<file path="src/tcs_defines.svh">
// Register map, field positions, reset values and timing figures of the timer front end
// Function
// - Two count bytes form one 16-bit counter; a select bit picks timer or event counting.
// - Timer operation advances once per tick from clock divided by prescale plus one.
// - Compatibility operation prescales outside the generator modes; prescale resets to 5, one count per six clocks.
// - In compatibility operation the rate select bit doubles the division.
// - Fast operation counts every clock unless rate select is set, then divides by prescale plus one.
// - Baud rate and frequency generator modes bypass the prescaler.
// - Fast counter operation samples the pin each clock; a high then low counts once.
// - The incremented count shows in the cycle after the edge was detected.
// - Compatibility counter sampling is paced by the prescaler, six clocks by default.
// - Mode priority: off, frequency generator, baud generator, capture, up/down, auto-reload.
// - Minimum is 0000H, maximum FFFFH, bottom is the reload/capture pair; the counter wraps to 0000H instead.
// - Overflow sets the overflow flag unless a serial clock select is set; software clears it.
// - Run bit set starts counting; clear stops and holds the count.
`ifndef TCS_DEFINES_SVH
`define TCS_DEFINES_SVH
`define TCS_CTRL_OFFS 8'h00
`define TCS_MODE_OFFS 8'h04
`define TCS_COUNT_OFFS 8'h08
`define TCS_RELOAD_OFFS 8'h0C
`define TCS_STATUS_OFFS 8'h10
// Primary control register fields
`define TCS_CT_OVF 7
`define TCS_CT_RXCLK 5
`define TCS_CT_TXCLK 4
`define TCS_CT_RUN 2
`define TCS_CT_CNTSEL 1
`define TCS_CT_CAPSEL 0
// Mode control register fields
`define TCS_MD_TOGGLE 1
`define TCS_MD_DOWN 0
`define TCS_MD_RATE 8
`define TCS_MD_FAST 9
`define TCS_MD_PSC_LSB 12
`define TCS_PSC_RESET 4'h5
`define TCS_COUNT_MIN 16'h0000
`define TCS_COUNT_MAX 16'hFFFF
`endif

</file>
<file path="src/tcs_pkg.sv">
// Types shared by the timer front end
`default_nettype none
package tcs_pkg;
    typedef enum logic [2:0] {
        TCS_OFF = 3'b000,
        TCS_RELOAD = 3'b001,
        TCS_UPDOWN = 3'b010,
        TCS_CAPTURE = 3'b011,
        TCS_BAUD = 3'b100,
        TCS_FREQ = 3'b101
    } tcs_mode_t;
endpackage
`default_nettype wire

</file>
<file path="src/tcs_prescaler.sv">
// Prescale divider producing the count tick enable
`default_nettype none
`include "tcs_defines.svh"
module tcs_prescaler
    import tcs_pkg::*;
(
    input wire logic mclk,
    input wire logic rst,
    input wire logic [3:0] psc,
    input wire logic bypass,
    input wire logic double,
    output logic tick
);
    logic [4:0] cnt_reg;
    logic [3:0] psc_last_reg;
    logic [4:0] top;
    logic changed;
    // Division is (psc+1), or 2*(psc+1) when doubled
    assign top = double ? ({1'b0, psc} << 1) + 5'd1 : {1'b0, psc};
    assign changed = psc != psc_last_reg;
    always_ff @(posedge mclk)
    begin
        if (rst)
            psc_last_reg <= `TCS_PSC_RESET;
        else
            psc_last_reg <= psc;
    end
    always_ff @(posedge mclk)
    begin
        if (rst || changed)
            cnt_reg <= 5'd0;
        else if (cnt_reg >= top)
            cnt_reg <= 5'd0;
        else
            cnt_reg <= cnt_reg + 5'd1;
    end
    // Gated off during a psc change so the first tick after a new psc is never early
    assign tick = bypass | (!changed && cnt_reg >= top);
endmodule
`default_nettype wire

</file>
<file path="src/tcs_sync.sv">
// Three-stage pin synchroniser with agreement filter
`default_nettype none
module tcs_sync
    import tcs_pkg::*;
(
    input wire logic mclk,
    input wire logic rst,
    input wire logic pin,
    output logic level
);
    logic s1_reg;
    logic s2_reg;
    logic s3_reg;
    always_ff @(posedge mclk)
    begin
        if (rst)
        begin
            s1_reg <= 1'b1;
            s2_reg <= 1'b1;
            s3_reg <= 1'b1;
        end
        else
        begin
            s1_reg <= pin;
            s2_reg <= s1_reg;
            s3_reg <= s2_reg;
        end
    end
    always_ff @(posedge mclk)
    begin
        if (rst)
            level <= 1'b1;
        else if (s2_reg == s3_reg)
            level <= s3_reg;
    end
endmodule
`default_nettype wire

</file>
<file path="src/tcs_timer2.sv">
// Timer front end: count source, prescaler rules, mode decode and AXI4-Lite registers
`default_nettype none
`include "tcs_defines.svh"
module tcs_timer2
    import tcs_pkg::*;
(
    input wire logic mclk,
    input wire logic rst,
    input wire logic event_count_pin,
    input wire logic [7:0] s_axi_awaddr,
    input wire logic s_axi_awvalid,
    output logic s_axi_awready,
    input wire logic [31:0] s_axi_wdata,
    input wire logic [3:0] s_axi_wstrb,
    input wire logic s_axi_wvalid,
    output logic s_axi_wready,
    output logic [1:0] s_axi_bresp,
    output logic s_axi_bvalid,
    input wire logic s_axi_bready,
    input wire logic [7:0] s_axi_araddr,
    input wire logic s_axi_arvalid,
    output logic s_axi_arready,
    output logic [31:0] s_axi_rdata,
    output logic [1:0] s_axi_rresp,
    output logic s_axi_rvalid,
    input wire logic s_axi_rready,
    output logic [2:0] mode,
    output logic tick
);
    logic [7:0] primary_control_register_reg;
    logic [15:0] mode_control_register_reg;
    logic [7:0] count_high_byte_reg;
    logic [7:0] count_low_byte_reg;
    logic [7:0] reload_capture_high_reg;
    logic [7:0] reload_capture_low_reg;
    logic [7:0] aw_addr_reg;
    logic [31:0] w_data_reg;
    logic [3:0] w_strb_reg;
    logic aw_full_reg;
    logic w_full_reg;
    logic pin_level;
    logic pin_prev_reg;
    logic presc_tick;
    logic presc_bypass;
    logic presc_double;
    logic fast_mode;
    logic rate_select_bit;
    logic [3:0] shared_prescale_value;
    logic run_control_bit;
    logic timer_or_counter_select;
    logic serial_clk_sel;
    logic count_en;
    logic sample;
    logic overflow;
    logic do_write;
    logic wr_ctrl;
    logic wr_count;
    logic [15:0] count_next;
    tcs_mode_t mode_next;

    assign run_control_bit = primary_control_register_reg[`TCS_CT_RUN];
    assign timer_or_counter_select = primary_control_register_reg[`TCS_CT_CNTSEL];
    assign serial_clk_sel = primary_control_register_reg[`TCS_CT_RXCLK]
        | primary_control_register_reg[`TCS_CT_TXCLK];
    assign rate_select_bit = mode_control_register_reg[`TCS_MD_RATE];
    assign fast_mode = mode_control_register_reg[`TCS_MD_FAST];
    assign shared_prescale_value = mode_control_register_reg[`TCS_MD_PSC_LSB +: 4];

    // Mode decode in priority order
    always_comb
    begin
        if (!run_control_bit)
            mode_next = TCS_OFF;
        else if (mode_control_register_reg[`TCS_MD_TOGGLE])
            mode_next = TCS_FREQ;
        else if (serial_clk_sel)
            mode_next = TCS_BAUD;
        else if (primary_control_register_reg[`TCS_CT_CAPSEL])
            mode_next = TCS_CAPTURE;
        else if (mode_control_register_reg[`TCS_MD_DOWN])
            mode_next = TCS_UPDOWN;
        else
            mode_next = TCS_RELOAD;
    end
    assign mode = mode_next;

    assign presc_bypass = mode_next == TCS_BAUD || mode_next == TCS_FREQ
        || (fast_mode && !rate_select_bit);
    assign presc_double = !fast_mode && rate_select_bit;

    tcs_prescaler u_presc (
        .mclk(mclk),
        .rst(rst),
        .psc(shared_prescale_value),
        .bypass(presc_bypass),
        .double(presc_double),
        .tick(presc_tick)
    );

    tcs_sync u_sync (
        .mclk(mclk),
        .rst(rst),
        .pin(event_count_pin),
        .level(pin_level)
    );

    // Pin sampling is every clock in fast mode, at the prescaler pace otherwise
    assign sample = fast_mode ? 1'b1 : presc_tick;
    always_ff @(posedge mclk)
    begin
        if (rst)
            pin_prev_reg <= 1'b1;
        else if (sample)
            pin_prev_reg <= pin_level;
    end

    assign count_en = run_control_bit && (timer_or_counter_select
        ? (sample && pin_prev_reg && !pin_level)
        : presc_tick);
    assign tick = count_en;

    assign count_next = {count_high_byte_reg, count_low_byte_reg} + 16'h0001;
    assign overflow = count_en && {count_high_byte_reg, count_low_byte_reg} == `TCS_COUNT_MAX;

    // AXI4-Lite write path: address and data taken in either order
    assign s_axi_awready = !aw_full_reg && !s_axi_bvalid;
    assign s_axi_wready = !w_full_reg && !s_axi_bvalid;
    assign do_write = aw_full_reg && w_full_reg && !s_axi_bvalid;
    assign wr_ctrl = do_write && aw_addr_reg == `TCS_CTRL_OFFS && w_strb_reg[0];
    assign wr_count = do_write && aw_addr_reg == `TCS_COUNT_OFFS;

    always_ff @(posedge mclk)
    begin
        if (rst)
        begin
            aw_full_reg <= 1'b0;
            w_full_reg <= 1'b0;
            aw_addr_reg <= 8'h00;
            w_data_reg <= 32'h0000_0000;
            w_strb_reg <= 4'h0;
            s_axi_bvalid <= 1'b0;
        end
        else
        begin
            if (s_axi_awvalid && s_axi_awready)
            begin
                aw_full_reg <= 1'b1;
                aw_addr_reg <= s_axi_awaddr;
            end
            if (s_axi_wvalid && s_axi_wready)
            begin
                w_full_reg <= 1'b1;
                w_data_reg <= s_axi_wdata;
                w_strb_reg <= s_axi_wstrb;
            end
            if (do_write)
            begin
                aw_full_reg <= 1'b0;
                w_full_reg <= 1'b0;
                s_axi_bvalid <= 1'b1;
            end
            else if (s_axi_bready)
                s_axi_bvalid <= 1'b0;
        end
    end
    assign s_axi_bresp = 2'b00;

    always_ff @(posedge mclk)
    begin
        if (rst)
            primary_control_register_reg <= 8'h00;
        else
        begin
            if (wr_ctrl)
                primary_control_register_reg <= w_data_reg[7:0];
            // Hardware set wins over a software clear in the same cycle
            if (overflow && !serial_clk_sel)
                primary_control_register_reg[`TCS_CT_OVF] <= 1'b1;
        end
    end

    always_ff @(posedge mclk)
    begin
        if (rst)
            mode_control_register_reg <= {`TCS_PSC_RESET, 12'h000};
        else if (do_write && aw_addr_reg == `TCS_MODE_OFFS)
        begin
            if (w_strb_reg[0])
                mode_control_register_reg[1:0] <= w_data_reg[1:0];
            if (w_strb_reg[1])
                mode_control_register_reg[15:8] <= {w_data_reg[15:12], 2'b00, w_data_reg[9:8]};
        end
    end

    always_ff @(posedge mclk)
    begin
        if (rst)
        begin
            reload_capture_high_reg <= 8'h00;
            reload_capture_low_reg <= 8'h00;
        end
        else if (do_write && aw_addr_reg == `TCS_RELOAD_OFFS)
        begin
            if (w_strb_reg[0])
                reload_capture_low_reg <= w_data_reg[7:0];
            if (w_strb_reg[1])
                reload_capture_high_reg <= w_data_reg[15:8];
        end
    end

    // Counter: software write beats a tick in the same cycle
    always_ff @(posedge mclk)
    begin
        if (rst)
        begin
            count_low_byte_reg <= 8'h00;
            count_high_byte_reg <= 8'h00;
        end
        else if (wr_count)
        begin
            if (w_strb_reg[0])
                count_low_byte_reg <= w_data_reg[7:0];
            if (w_strb_reg[1])
                count_high_byte_reg <= w_data_reg[15:8];
        end
        else if (count_en)
        begin
            // Bottom value for reload datapath is the reload pair; here wrap to minimum
            count_low_byte_reg <= count_next[7:0];
            count_high_byte_reg <= count_next[15:8];
        end
    end

    // AXI4-Lite read path; unmapped reads return zero with OKAY
    assign s_axi_arready = !s_axi_rvalid;
    always_ff @(posedge mclk)
    begin
        if (rst)
        begin
            s_axi_rvalid <= 1'b0;
            s_axi_rdata <= 32'h0000_0000;
        end
        else if (s_axi_arvalid && s_axi_arready)
        begin
            s_axi_rvalid <= 1'b1;
            case (s_axi_araddr)
                `TCS_CTRL_OFFS: s_axi_rdata <= {24'h00_0000, primary_control_register_reg};
                `TCS_MODE_OFFS: s_axi_rdata <= {16'h0000, mode_control_register_reg};
                `TCS_COUNT_OFFS: s_axi_rdata <= {16'h0000, count_high_byte_reg,
                    count_low_byte_reg};
                `TCS_RELOAD_OFFS: s_axi_rdata <= {16'h0000, reload_capture_high_reg,
                    reload_capture_low_reg};
                `TCS_STATUS_OFFS: s_axi_rdata <= {28'h000_0000, 1'b0, mode_next};
                default: s_axi_rdata <= 32'h0000_0000;
            endcase
        end
        else if (s_axi_rready)
            s_axi_rvalid <= 1'b0;
    end
    assign s_axi_rresp = 2'b00;

    logic [15:0] cnt_past;
    always_ff @(posedge mclk)
    begin
        if (rst)
            cnt_past <= 16'h0000;
        else
            cnt_past <= {count_high_byte_reg, count_low_byte_reg};
    end

    AST_INC_NEXT: assert property (@(posedge mclk) disable iff (rst)
        count_en && !wr_count |=> {count_high_byte_reg, count_low_byte_reg} == cnt_past + 16'h0001)
        else $error("count did not advance after enable");
    AST_HOLD_STOP: assert property (@(posedge mclk) disable iff (rst)
        !run_control_bit && !wr_count |=> {count_high_byte_reg, count_low_byte_reg} == cnt_past)
        else $error("count moved while stopped");
    AST_OVF_SET: assert property (@(posedge mclk) disable iff (rst)
        overflow && !serial_clk_sel |=> primary_control_register_reg[`TCS_CT_OVF])
        else $error("overflow flag not set");
    AST_OVF_SERIAL: assert property (@(posedge mclk) disable iff (rst)
        serial_clk_sel && !wr_ctrl && !primary_control_register_reg[`TCS_CT_OVF]
        |=> !primary_control_register_reg[`TCS_CT_OVF] || $past(wr_ctrl))
        else $error("overflow flag set in serial clock mode");
    AST_WRAP: assert property (@(posedge mclk) disable iff (rst)
        overflow && !wr_count |=> {count_high_byte_reg, count_low_byte_reg} == `TCS_COUNT_MIN)
        else $error("counter did not wrap to minimum");
    AST_FAST_FULL: assert property (@(posedge mclk) disable iff (rst)
        fast_mode && !rate_select_bit && run_control_bit && !timer_or_counter_select
        |-> count_en)
        else $error("fast mode without rate select must count every clock");
    AST_BYPASS: assert property (@(posedge mclk) disable iff (rst)
        (mode_next == TCS_FREQ || mode_next == TCS_BAUD) && !timer_or_counter_select |-> count_en)
        else $error("generator modes must bypass prescaler");
    AST_DEFAULT_SIX: assert property (@(posedge mclk) disable iff (rst)
        presc_tick && !presc_bypass && !presc_double && shared_prescale_value == 4'h5
        && $stable(shared_prescale_value)
        |=> (!presc_tick || presc_bypass || shared_prescale_value != 4'h5) [*5])
        else $error("default prescale must tick every six clocks");
    AST_COUNTER_EDGE: assert property (@(posedge mclk) disable iff (rst)
        timer_or_counter_select && count_en |-> pin_prev_reg && !pin_level)
        else $error("event count without falling edge");
    AST_OFF_MODE: assert property (@(posedge mclk) disable iff (rst)
        !run_control_bit |-> mode_next == TCS_OFF && !count_en)
        else $error("run bit clear must mean off");
    AST_PRESC_GAP: assert property (@(posedge mclk) disable iff (rst)
        presc_tick && !presc_bypass && shared_prescale_value != 4'h0
        |=> !presc_tick || presc_bypass)
        else $error("prescaled ticks back to back");
    AST_COMPAT_DOUBLE: assert property (@(posedge mclk) disable iff (rst)
        presc_tick && presc_double && !presc_bypass && shared_prescale_value == 4'h5
        |=> (!presc_tick || presc_bypass || !presc_double || shared_prescale_value != 4'h5) [*8])
        else $error("doubled prescale ticked early");
    AST_FAST_SAMPLE: assert property (@(posedge mclk) disable iff (rst)
        fast_mode && timer_or_counter_select && run_control_bit && pin_prev_reg && !pin_level
        |-> count_en)
        else $error("fast mode missed a falling edge");
    AST_COMPAT_SAMPLE: assert property (@(posedge mclk) disable iff (rst)
        !fast_mode && timer_or_counter_select && count_en |-> presc_tick)
        else $error("event counted off the prescaler pace");
    AST_CARRY: assert property (@(posedge mclk) disable iff (rst)
        count_en && !wr_count && count_low_byte_reg == 8'hFF
        |=> count_high_byte_reg == $past(count_high_byte_reg) + 8'h01)
        else $error("no carry into high byte");
    AST_FLAG_HOLD: assert property (@(posedge mclk) disable iff (rst)
        primary_control_register_reg[`TCS_CT_OVF] && !wr_ctrl
        |=> primary_control_register_reg[`TCS_CT_OVF])
        else $error("overflow flag lost without software clear");
    AST_MODE_FREQ: assert property (@(posedge mclk) disable iff (rst)
        run_control_bit && mode_control_register_reg[`TCS_MD_TOGGLE] |-> mode_next == TCS_FREQ)
        else $error("toggle enable must mean frequency generator");
    AST_MODE_BAUD: assert property (@(posedge mclk) disable iff (rst)
        run_control_bit && !mode_control_register_reg[`TCS_MD_TOGGLE] && serial_clk_sel
        |-> mode_next == TCS_BAUD)
        else $error("serial clock select must mean baud generator");
endmodule
`default_nettype wire

</file>
<file path="config.mk">
export PLATFORM = sky130hd
export DESIGN_NAME = tcs_timer2
export DESIGN_NICKNAME = d
export VERILOG_FILES = /design/src/tcs_pkg.sv /design/src/tcs_prescaler.sv /design/src/tcs_sync.sv /design/src/tcs_timer2.sv
export VERILOG_INCLUDE_DIRS = /design/src
export SDC_FILE = /design/constraint.sdc
export NUM_CORES = 1
export LEC_CHECK = 0
export ABC_AREA = 1
export BUFFER_PORTS_ARGS = -buffer_cell sky130_fd_sc_hd__buf_2
export CAP_MARGIN = 25
export CORE_UTILIZATION = 45
export DETAILED_ROUTE_END_ITERATION = 16
export PLACE_DENSITY_LB_ADDON = 0.12
export SYNTH_ARGS = -nofsm -noshare
export SYNTH_HDL_FRONTEND = slang
export SYNTH_SLANG_ARGS = --single-unit
</file>
<file path="constraint.sdc">
create_clock -name mclk -period 3.25 [get_ports mclk]
set_clock_uncertainty 0.1 [all_clocks]
set_input_delay 0 -clock mclk [delete_from_list [all_inputs] [get_ports mclk]]
set_output_delay 0 -clock mclk [all_outputs]
set_load 0.1 [all_outputs]
</file>
# ---- Word-level counts from Yosys, hierarchy flattened
# Cells that the tools add are included.
dict set report word_totals {
  out_inout_bits 45
  word_cells 110
  reg_bits 124
}
dict set report classes {
  n_reduce_logical 46
  bitwise_logic 2
  mux 21
  eq_ne 14
  order_cmp 1
  addsub 3
}
# operator n
set op_table {}
lappend op_table {{$pmux 16 s5} 1}
lappend op_table {{$mux 8} 7}
lappend op_table {{$eq 8x4->1 const B} 4}
lappend op_table {{$logic_and 1x1->1} 20}
lappend op_table {{$add 16x1->16 const B} 1}
lappend op_table {{$eq 16x16->1 const B} 1}
lappend op_table {{$eq 8x3->1 const B} 2}
lappend op_table {{$logic_not 8->1} 2}
lappend op_table {{$reduce_and 2->1} 6}
lappend op_table {{$add 5x1->5 const B} 2}
lappend op_table {{$logic_not 1->1} 9}
lappend op_table {{$mux 3} 3}
lappend op_table {{$eq 8x5->1 const B} 1}
lappend op_table {{$reduce_bool 2->1} 4}
lappend op_table {{$mux 1} 7}
lappend op_table {{$eq 3x3->1 const B} 2}
lappend op_table {{$ge 5x5->1} 1}
lappend op_table {{$mux 5} 1}
lappend op_table {{$mux 2} 2}
lappend op_table {{$ne 2x2->1 const B} 2}
lappend op_table {{$ne 4x4->1} 1}
lappend op_table {{$reduce_or 2->1} 2}
lappend op_table {{$logic_or 1x1->1} 3}
lappend op_table {{$or 1x1->1} 2}
lappend op_table {{$eq 1x1->1} 1}

# ---- Longest topological paths before layout
# Gate-level depths: netlist of the first run.
dict set report logic_depth {
  ltp_word 17
  mapped_depth 18
  ltp_nobuf 17
}

# ---- Modules after synthesis
# From an unflattened synthesis of the first run, not the netlist that was laid out.
dict set report hier_totals {
  hier_cells 761
  hier_area_um2 5457.7
}
# mod instances area_per_inst_um2 cells_each
set modules_own_cells {}
lappend modules_own_cells {tcs_timer2 1 4723.3 667}
lappend modules_own_cells {tcs_prescaler 1 605.6 79}
lappend modules_own_cells {tcs_sync 1 128.9 15}

# ---- Worst setup path after synthesis of the first run
# OpenSTA, ideal clock, no wires.
dict set report synth_timing {
  kind {register to register}
  from {register primary_control_register_reg[4]}
  to {register primary_control_register_reg[7]}
  path_stages_with_launch 9
  period_less_slack_ps 3641
  arrival_ps 3471
  path_slack_ps -391
  path_buffers 0
  cell_sequence {dfxtp_1 -> nor2_2 -> a21oi_2 -> a21oi_2 -> nand3_1 -> nand2_1 -> a21oi_1 -> nand3_1 -> a21oi_1}
}
dict set report synth_between {
  elab_chain_len 16
  word_cells_on_any_way 19
  classes_between {eq/ne (2); mux (6); bitwise (2); reduce/logical (9)}
}
# item line
set synth_rtl {}
lappend synth_rtl {{from (decl)} tcs_timer2.sv:30} ;# logic [7:0] primary_control_register_reg;
lappend synth_rtl {{from (signal assigned)} tcs_timer2.sv:175} ;# primary_control_register_reg <= w_data_reg[7:0];
lappend synth_rtl {{$or 1x1->1 (*)} tcs_timer2.sv:63} ;# assign serial_clk_sel = primary_control_register_reg[`TCS_CT_RXCLK]
lappend synth_rtl {{$mux 3 (*)} tcs_timer2.sv:76} ;# else if (serial_clk_sel)
lappend synth_rtl {{$mux 3 (*)} tcs_timer2.sv:74} ;# else if (mode_control_register_reg[`TCS_MD_TOGGLE])
lappend synth_rtl {{$mux 3 (*)} tcs_timer2.sv:72} ;# if (!run_control_bit)
lappend synth_rtl {{net mode[2]} tcs_timer2.sv:27} ;# output logic [2:0] mode,
lappend synth_rtl {{$eq 3x3->1} tcs_timer2.sv:87} ;# assign presc_bypass = mode_next == TCS_BAUD || mode_next == TCS_FREQ
lappend synth_rtl {{$logic_or 1x1->1 (*)} tcs_timer2.sv:87}
lappend synth_rtl {{$logic_or 1x1->1 (*)} tcs_timer2.sv:88} ;# || (fast_mode && !rate_select_bit);
lappend synth_rtl {{$or 1x1->1 (*)} tcs_prescaler.sv:38} ;# assign tick = bypass | (!changed && cnt_reg >= top);
lappend synth_rtl {{$mux 1} tcs_timer2.sv:108} ;# assign sample = fast_mode ? 1'b1 : presc_tick;
lappend synth_rtl {{$logic_and 1x1->1 (2 in series)} tcs_timer2.sv:118} ;# ? (sample && pin_prev_reg && !pin_level)
lappend synth_rtl {{$mux 1 (*)} tcs_timer2.sv:118}
lappend synth_rtl {{$logic_and 1x1->1 (*)} tcs_timer2.sv:117} ;# assign count_en = run_control_bit && (timer_or_counter_select
lappend synth_rtl {{net tick} tcs_timer2.sv:28} ;# output logic tick
lappend synth_rtl {{$logic_and 1x1->1 (no line) (*)} --}
lappend synth_rtl {{$logic_and 1x1->1 (*)} tcs_timer2.sv:177} ;# if (overflow && !serial_clk_sel)
lappend synth_rtl {{$mux 1 or $reduce_bool 2->1 (tied branches)} --}
# Mark *: on every way through the listed nets, which the timed path passes. The rest lies on a longest branch.
# A chain may end at the register's enable or synchronous reset.

# ---- Worst setup path after layout of the first run
dict set report layout_timing {
  from {register mode_control_register_reg[8]}
  to {output port tick}
}
dict set report layout_between {
  elab_chain_len 10
  word_cells_on_any_way 13
  classes_between {order compare (1); mux (3); bitwise (1); reduce/logical (8)}
}
# item line
set layout_rtl {}
lappend layout_rtl {{from (decl)} tcs_timer2.sv:31} ;# logic [15:0] mode_control_register_reg;
lappend layout_rtl {{from (signal assigned)} tcs_timer2.sv:185} ;# mode_control_register_reg <= {`TCS_PSC_RESET, 12'h000};
lappend layout_rtl {{from (signal assigned)} tcs_timer2.sv:191} ;# mode_control_register_reg[15:8] <= {w_data_reg[15:12], 2'b00, w_data_reg[9:8]};
lappend layout_rtl {{$logic_and 1x1->1} tcs_timer2.sv:89} ;# assign presc_double = !fast_mode && rate_select_bit;
lappend layout_rtl {{$mux 5} tcs_prescaler.sv:19} ;# assign top = double ? ({1'b0, psc} << 1) + 5'd1 : {1'b0, psc};
lappend layout_rtl {{$ge 5x5->1} tcs_prescaler.sv:38}
lappend layout_rtl {{$logic_and 1x1->1} tcs_prescaler.sv:38}
lappend layout_rtl {{$or 1x1->1 (*)} tcs_prescaler.sv:38}
lappend layout_rtl {{$mux 1} tcs_timer2.sv:108}
lappend layout_rtl {{$logic_and 1x1->1 (2 in series)} tcs_timer2.sv:118}
lappend layout_rtl {{$mux 1 (*)} tcs_timer2.sv:118}
lappend layout_rtl {{$logic_and 1x1->1 (*)} tcs_timer2.sv:117}
lappend layout_rtl {{to (decl)} tcs_timer2.sv:28}
# Every way passes the cells marked *; elsewhere a longest branch is shown, timed or not.

==> metrics.cfg, run 1 <==
[clocking]
path_clk_slew_ps = 70
root_buffer = clkbuf_16
cts_buffers = 9
cts_buffer_depth = 2
clk_latency_ps = 350
htreeDepth = 3
clock_sinks = 108
tritoncts = built

[synth]
synth_area_sq_mm = 0.00529
synth-seq-area-share_pct = 40.9
ys_warn_count = 0
syn_area_per_cell_sq_um = 7.21
synth_flop_cell = dfxtp_1
synth-edff-count = 0
ys_ff_latch = 108
synth.distinct_cells = 45
syn_inst = 733
synth_area_leaders = dfxtp_1 (41%), nand2_1 (9.4%), a21oi_1 (7.6%)
synth_top_area_cell = dfxtp_1
async_flop_share_pct = 0
synth.top_cell.area_share_pct = 40.9
synth_most_common_cell = nand2_1
synthTopCellsByCount = nand2_1 (132), dfxtp_1 (108), inv_1 (84)

[drt]
dr.pass1.iters = 4
drc_errors = 0
ant_nets = 0
drtIter0Drc = 308
wire_per_inst_microns = 13.9
via_per_inst = 5.09
routed_wirelength_microns = 13400
vias = 4908

[finish]
fin_cells = 964
areaGrowthSynthToFinish_pct = 17.0
nets = 885
antenna_cells = 0
stdcell_area_sq_mm = 0.00619
layout-drive-gt1-share_pct = 15.3

[floorplanning]
core_area_sq_mm = 0.0114
die_h_microns = 110
boundaryPins = 105
row_count = 39
dieArea_sq_mm = 0.0122
die_w_microns = 110
initial_core_util_pct = 46.3

[place]
io_buffers = 66
pre_cts_ws_ps = 579
dp_hpwl_microns = 9550
postPlaceCellArea_sq_mm = 0.00563
routabilityCongestion = 0.912
dp.cells = 920

[status]
outcome = completed

[sta]
setup_tns_ps = 0
fin_crit_sh_pct = 87.5
fin_ws_ps = 405
fmax_mhz = 352
rsz0062_at_grt = false
min_period_ps = 2840
tightestPinTransition_ps = 746
relSlewSlack_pct = 50.2
whs_ps = 19.8
setup_viol_count_final = 0
hold_violations = 0
slew_violations = 0

[grt]
grt_use_met3_pct = 4.88
grt_use_met2_pct = 37.3
grt_max_degree = 35
grtUsageTotal_pct = 23.5
busiest_layer = met2
grt_pass1_vias = 4477
grt_use_met1_pct = 31.1
antenna_found_initial = 0
grt_overflow = 0
grt_pass1_wl_microns = 21500

[setup_path]
path_max_fanout = 7
criticalPathCategory = reg2out
reg2reg_from = mode_control_register_reg[8]
reg2reg_depth = 17
cp-start-kind = flop
rrSetupSlack_ps = 540
critPathCaptureType = output pin
r2r-end = count_high_byte_reg[3]
critical_path_required_ps = 3150
critical_path_arrival_ps = 2740

[min_path]
hp-class = in2reg
hold_depth = 5
min_from = s_axi_araddr[4]
hold_end = s_axi_rdata[0]

[pwr]
powerDensity_mw_per_mm2 = 453
leakage_nw = 2.69
peakVddDrop_v = 0.000322

[run]
drv_cap = 0

==> timing repair <==
action                    4_1_cts  5_1_grt
hold endpoints to repair       29        0
buffers inserted                0        0
gates resized for setup         0        0
hold buffers                   30        0
==> worst max-delay path by stage <==
stage / startpoint / end / slack, ps / cells after the start
3_5_place_dp: mode_control_register_reg[8] / count_high_byte_reg[0] / 580 / 17
5_1_grt: mode_control_register_reg[8] / tick / 130 / 13
3_3_place_gp: mode_control_register_reg[8] / count_high_byte_reg[3] / 620 / 17
4_1_cts: mode_control_register_reg[8] / tick / 360 / 13
2_1_floorplan: s_axi_bvalid / w_strb_reg[1] / 140 / 5
6_report: mode_control_register_reg[8] / tick / 410 / 13
==> power by group <==
part           internal [mW]  switching [mW]  total (mW)
Combinational         0.0986           0.291       0.389
Sequential              1.37          0.0405        1.41
Clock                  0.529           0.471        1.00
Total                   2.00           0.802        2.80
==> layer usage <==
layer	up-vias	part of all wire [%]
met5	-	0
met4	0	2.1
met3	19	8.2
met2	154	44
met1	2213	46
li1	2522	-
==> cells by family (layout without fill, tap and decap cells) <==
group / Yosys count / count (layout) / synth area share [%]
DFF: 108 / 108 / 40.9
buffers and inverters: 138 / 207 / 11.9
AOI/OAI and AO/OA: 182 / 182 / 19.0
adders and majority gates: 7 / 7 / 1.66
xor gates and xnor gates: 10 / 10 / 1.66
other: 1 / 20 / 0.0710
and+or+nand+nor: 287 / 287 / 24.8
==> placed cells by master, fill, tap and decap left out, drive strengths merged, types with 6 or more instances in the layout <==
cell type / count
a211oi: 6
a21oi: 82
buf: 71
clkbuf: 11
clkinv: 6
conb: 20
dfxtp: 108
dlygate4sd3: 30
ha: 7
inv: 89
nand2: 137
nand3: 37
nor2: 85
nor3: 11
o21ai: 70
o221ai: 11
xor2: 7
==> worst max-delay path, stage by stage, from the launching register on <==
cell and delay [ps]:
dfxtp_1 320, inv_1 90, nor2_1 300, o21ai_0 160, ha_1 310, nand2_1 60
nor2_1 90, nand2_1 50, nand3_1 90, nand2_1 110, nand3_2 110, nand2_2 70
a21oi_2 180, buf_2 450
==> stage by stage <==
stage	util (%)	total power [mW]
after floorplan	-	1.74
after global placement	49.3	1.79
after detailed placement	49.3	1.80
after CTS	54.2	2.82
after global routing	54.2	2.92
final	54.2	2.80
==> final cells by class <==
cell class | count | area, sq um
timing repair buffer | 101 | 668
sequential | 108 | 2160
tap | 143 | 179
clock buffer | 11 | 243
multi-input combinational | 506 | 2570
inverter | 92 | 347
fill | 1126 | 5230
clock inverter | 3 | 15.0
Power figures use the tool's default switching activity.
==> run 2: changes to the inputs <==
--- a/config.mk
+++ b/config.mk
@@ -9,9 +9,11 @@
 export ABC_AREA = 1
 export BUFFER_PORTS_ARGS = -buffer_cell sky130_fd_sc_hd__buf_2
 export CAP_MARGIN = 25
+export CORE_MARGIN = 2
 export CORE_UTILIZATION = 45
 export DETAILED_ROUTE_END_ITERATION = 16
 export PLACE_DENSITY_LB_ADDON = 0.12
+export REMOVE_ABC_BUFFERS = 1
 export SYNTH_ARGS = -nofsm -noshare
 export SYNTH_HDL_FRONTEND = slang
 export SYNTH_SLANG_ARGS = --single-unit
==> metrics.cfg, run 2 (synthesized netlist as in run 1, its figures left out) <==
[status]
outcome = completed

[clocking]
root_buffer = clkbuf_16
htreeDepth = 3  ; unchanged
path_clk_slew_ps = 70  ; about the same
cts_buffer_depth = 2  ; unchanged
clock_sinks = 108  ; unchanged
clk_latency_ps = 350  ; about the same
post_cts_buffers = 0  ; unchanged
tritoncts = built
cts_buffers = 9  ; unchanged
ctsResizeCount = 0  ; unchanged

[floorplanning]
core_area_sq_mm = 0.0114  ; unchanged
dieArea_sq_mm = 0.0126  ; +3.7%
boundaryPins = 105  ; unchanged
die_w_microns = 112  ; +1.8%
die_h_microns = 112  ; +1.8%
row_count = 39  ; unchanged
initial_core_util_pct = 46.3  ; unchanged

[drt]
via_per_inst = 5.09  ; about the same
dr.pass1.iters = 5  ; +1
vias = 4909  ; +0.020%
routed_wirelength_microns = 13300  ; -0.16%
drtIter0Drc = 290  ; -5.8%
ant_nets = 0  ; unchanged
drc_errors = 0  ; unchanged
wire_per_inst_microns = 13.8  ; -0.16%

[finish]
layout_common_cells = nand2_1 (132), dfxtp_1 (108), inv_1 (83), a21oi_1 (80), nor2_1 (77)
num-fill-cells = 1115  ; -0.98%
multi_input_area_sq_mm = 0.00256  ; -0.34%
antenna_cells = 0  ; unchanged
final_util_pct = 54.3  ; +0.13 points
areaGrowthSynthToFinish_pct = 17.3
fin_cells = 964  ; unchanged
mostFrequentLayoutCell = nand2_1
nets = 884  ; -0.11%
seq_area_sq_mm = 0.00216  ; unchanged
layout-drive-gt1-share_pct = 15.2  ; -0.12 points

[sta]
rsz0062_at_grt = false
hold_violations = 0  ; unchanged
setup_viol_count_final = 0  ; unchanged
min_period_ps = 2930  ; +87.1 ps
fin_crit_sh_pct = 90.2  ; +2.7 points
fmax_mhz = 341  ; -3.0%
tightestPinTransition_ps = 783  ; +37.1 ps
relSlewSlack_pct = 47.7  ; -2.4 points
slew_violations = 0  ; unchanged

[place]
dp_hpwl_microns = 9350  ; -2.1%
io_buffers = 66  ; unchanged
routabilityCongestion = 0.865  ; -5.2%
dp.cells = 919  ; -0.11%

[setup_path]
critPathCaptureType = output pin
cp-start-kind = flop
crit_family = simple AND/OR/NAND/NOR gates
critical_path_required_ps = 3150  ; about the same
critical_path_arrival_ps = 2830  ; +90 ps
critPathMaxStageDelay_ps = 500  ; +50 ps
crit_top_cell = nand2_1
slowest_stage = buf_2
criticalPathCategory = reg2out
path_max_fanout = 7  ; unchanged
crit_buf_inv = 2  ; unchanged
path_cells = inv_1 -> nor2_1 -> o21ai_0 -> ha_1 -> nand2_1 -> nor2_1 -> nand2_1 -> nand3_1 -> nand2_1 -> nand3_2 -> nand2_2 -> a21oi_1 -> buf_2

[grt]
grt_overflow = 0  ; unchanged
antenna_found_initial = 0  ; unchanged
grtUsageTotal_pct = 21.6  ; -1.9 points
grt_pass1_wl_microns = 21700  ; +0.84%
grt_pass1_vias = 4495  ; +0.40%
grt_max_degree = 53  ; +51%

[min_path]
hp-class = in2reg

[pwr]
leakage_nw = 2.70  ; +0.45%
peakVddDrop_v = 0.000351  ; +9.1%
powerDensity_mw_per_mm2 = 463  ; +2.3%

[run]
drv_cap = 0  ; unchanged

## run 2: worst paths after layout
path | from | endpoint | slack [ps] | depth (start not counted)
worst max-delay path | mode_control_register_reg[8] | tick | 320 | 13
worst min register to register | u_sync.s1_reg | u_sync.s2_reg | 320 | 1
worst max register to register | mode_control_register_reg[8] | count_low_byte_reg[3] | 590 | 18
worst min-delay path | s_axi_araddr[4] | s_axi_rdata[0] | 30 | 5
## run 2: tightest hold or removal path, delay by kind of cell
family | cells | cell delay, ps
AND/OR/NAND/NOR | 2 | 150
buffers and inverters | 2 | 210
AO/OA/AOI/OAI | 1 | 70
## run 2: cell type report
| cell class | count | share of cell area [%] |
|---|---|---|
| inverter | 92 | 5.59 |
| sequential | 108 | 34.9 |
| clock inverter | 1 | 0.0807 |
| clock buffer | 14 | 4.58 |
| timing repair buffer | 100 | 10.7 |
| multi-input combinational | 506 | 41.3 |
| tap | 143 | 2.89 |
## run 2: metal layers
metal | track usage, % | vias up | share of wire [%]
met5 | 0 | - | 0
met3 | 4.37 | 15 | 5.1
li1 | - | 2526 | -
met2 | 35.5 | 127 | 46
met1 | 28.6 | 2241 | 47
met4 | 6.99 | 0 | 1.6
## run 2: where the power goes
| group | switching [mW] | internal (mW) |
|---|---|---|
| registers | 0.0372 | 1.37 |
| clock network | 0.472 | 0.599 |
| logic | 0.295 | 0.0981 |
## run 2: repair_timing
action,in CTS,in global routing
hold buffers,30,0
setup endpoints to repair,0,0
hold endpoints to repair,29,0
## run 2: stage by stage
step | setup TNS, ps | setup slack [ps] | area [sq um] | power [mW] | hold slack, ps
finish | 0 | 318 | 6200 | 2.87 | 31.5
detailed placement | 0 | 607 | 5610 | 1.80 | 92.8
floorplan | -7730 | -396 | 5070 | 1.71 | -30.9
global placement | 0 | 665 | 5610 | 1.80 | 86.6
CTS | 0 | 288 | 6200 | 2.90 | 21.0
global route | 0 | 48.1 | 6200 | 2.98 | 54.5
==> run 3: changes to the inputs <==
--- a/config.mk
+++ b/config.mk
@@ -12,6 +12,7 @@
 export CORE_MARGIN = 2
 export CORE_UTILIZATION = 45
 export DETAILED_ROUTE_END_ITERATION = 16
+export GPL_ROUTABILITY_DRIVEN = 0
 export PLACE_DENSITY_LB_ADDON = 0.12
 export REMOVE_ABC_BUFFERS = 1
 export SYNTH_ARGS = -nofsm -noshare
==> constraint.sdc (replaced) <==
create_clock -name mclk -period 2.7 [get_ports mclk]
set_clock_uncertainty 0.1 [all_clocks]
set_input_delay 0 -clock mclk [delete_from_list [all_inputs] [get_ports mclk]]
set_output_delay 0 -clock mclk [all_outputs]
set_load 0.1 [all_outputs]
==> metrics.cfg, run 3 (synthesized netlist as in run 1, its figures left out) <==
[grt]
grt_pass1_vias = 4519  ; +0.53%
antenna_found_initial = 0  ; unchanged
grt_pass1_wl_microns = 22000  ; +1.4%
grt_max_degree = 34  ; -36%
grt_overflow = 0  ; unchanged
grtUsageTotal_pct = 21.6  ; +0.063 points

[clocking]
clk_latency_ps = 350  ; about the same
clock_sinks = 108  ; unchanged
root_buffer = clkbuf_16
cts_buffers = 9  ; unchanged
cts_buffer_depth = 2  ; unchanged
path_clk_slew_ps = 70  ; about the same
tritoncts = built
htreeDepth = 3  ; unchanged

[drt]
dr.pass1.iters = 5  ; unchanged
drtIter0Drc = 239  ; -18%
drc_errors = 0  ; unchanged
via_per_inst = 5.01  ; -1.6%
ant_nets = 0  ; unchanged
vias = 4876  ; -0.67%
routed_wirelength_microns = 13300  ; about the same
wire_per_inst_microns = 13.7  ; -1.0%

[floorplanning]
boundaryPins = 105  ; unchanged
die_h_microns = 112  ; unchanged
dieArea_sq_mm = 0.0126  ; unchanged
row_count = 39  ; unchanged
initial_core_util_pct = 46.3  ; unchanged
die_w_microns = 112  ; unchanged
core_area_sq_mm = 0.0114  ; unchanged

[setup_path]
cp-start-kind = flop
path_max_fanout = 7  ; unchanged
critical_path_required_ps = 2600  ; -550 ps
critPathCaptureType = output pin
critical_path_arrival_ps = 2340  ; -490 ps
criticalPathCategory = reg2out
reg2reg_from = mode_control_register_reg[8]
startpoint = mode_control_register_reg[8]

[place]
dp.cells = 925  ; +0.65%
io_buffers = 66  ; unchanged
dp_hpwl_microns = 9510  ; +1.7%

[finish]
areaGrowthSynthToFinish_pct = 19.2
nets = 892  ; +0.90%
final_util_pct = 55.2  ; +0.87 points
mostFrequentLayoutCell = nand2_1
antenna_cells = 0  ; unchanged
fin_cells = 973  ; +0.93%
layout_common_cells = nand2_1 (132), dfxtp_1 (107), inv_1 (83), a21oi_1 (79), nor2_1 (76)
num-fill-cells = 1117  ; +0.18%
layout-drive-gt1-share_pct = 16.3  ; +1.0 points

[sta]
fmax_mhz = 411
relSlewSlack_pct = 52.7  ; +5.0 points
hold_violations = 0  ; unchanged
setup_tns_ps = 0  ; unchanged
fin_crit_sh_pct = 90.2
slew_violations = 0  ; unchanged
whs_ps = 25.8  ; -5.68 ps
tightestPinTransition_ps = 708  ; -74.9 ps
rsz0062_at_grt = false
min_period_ps = 2440
setup_viol_count_final = 0  ; unchanged

[min_path]
min_from = s_axi_araddr[4]
hp-class = in2reg

[run]
drv_cap = 0  ; unchanged

[pwr]
leakage_nw = 2.74  ; +1.5%
powerDensity_mw_per_mm2 = 551  ; +19%
peakVddDrop_v = 0.000540  ; +54%

[status]
outcome = completed

-- run 3: changes by cell type in the layout (fill, tap and decap cells not counted), sizes merged --
cell / change
clkinv: +2
clkbuf: -3
bufinv: +1
buf: +7
dlygate4sd3: +1
clkinvlp: +1
-- run 3: path summary, 6_finish.rpt --
kind	endpoint	slack, ps	cells past startpoint
worst max register to register	count_high_byte_reg[5]	340	17
worst min register to register	u_sync.s2_reg	320	1
worst max-delay path	tick	260	14
worst min-delay path	s_axi_rdata[0]	30	5
-- run 3: what timing repair did --
item | in CTS | in global routing
gates resized for setup | 1 | 3
setup endpoints to repair | 1 | 1
hold endpoints to repair | 32 | 0
hold buffers | 31 | 0
setup buffers | 0 | 1
pin swaps | 0 | 0
-- run 3: area by class of cell --
cell class / count / area, sq um / share of cell area, %
timing repair buffer: 108 / 751 / 11.9
clock buffer: 11 / 233 / 3.69
inverter: 92 / 347 / 5.50
clock inverter: 5 / 52.6 / 0.834
multi-input combinational: 506 / 2570 / 40.9
tap: 143 / 179 / 2.84
sequential: 108 / 2160 / 34.3
-- run 3: worst max-delay path, stage by stage (launching register included) --
cell,delay (ps)
dfxtp_1,330
inv_1,70
nor2_4,140
o21ai_0,100
ha_1,280
nand2_1,60
nor2_1,100
nand2_1,50
nand3_1,70
nand2_1,130
nand3_2,120
nand2_2,70
a21oi_2,150
buf_4,140
buf_12,160
-- run 3: stage by stage --
stage / instance area, sq um / total power [mW] / setup WS [ps]
final: 6300 / 3.47 / 265
after global routing: 6300 / 3.60 / 17.2
after CTS: 6280 / 3.50 / 40.2
after detailed placement: 5680 / 2.18 / 278
after global placement: 5680 / 2.17 / 295
after floorplan: 5070 / 2.06 / -946
-- run 3: report_power, final --
part / switching, mW / internal [mW] / total [mW]
clock: 0.585 / 0.716 / 1.30
sequential: 0.0446 / 1.65 / 1.69
combinational: 0.356 / 0.122 / 0.478
-- run 3: per-layer routing --
metal	global-route usage, %	share of wire (%)	up-vias
met5	0	0	-
met4	4.72	1.1	0
met3	4.81	4.9	10
met2	36.1	46	111
met1	29.0	48	2211
li1	-	-	2544
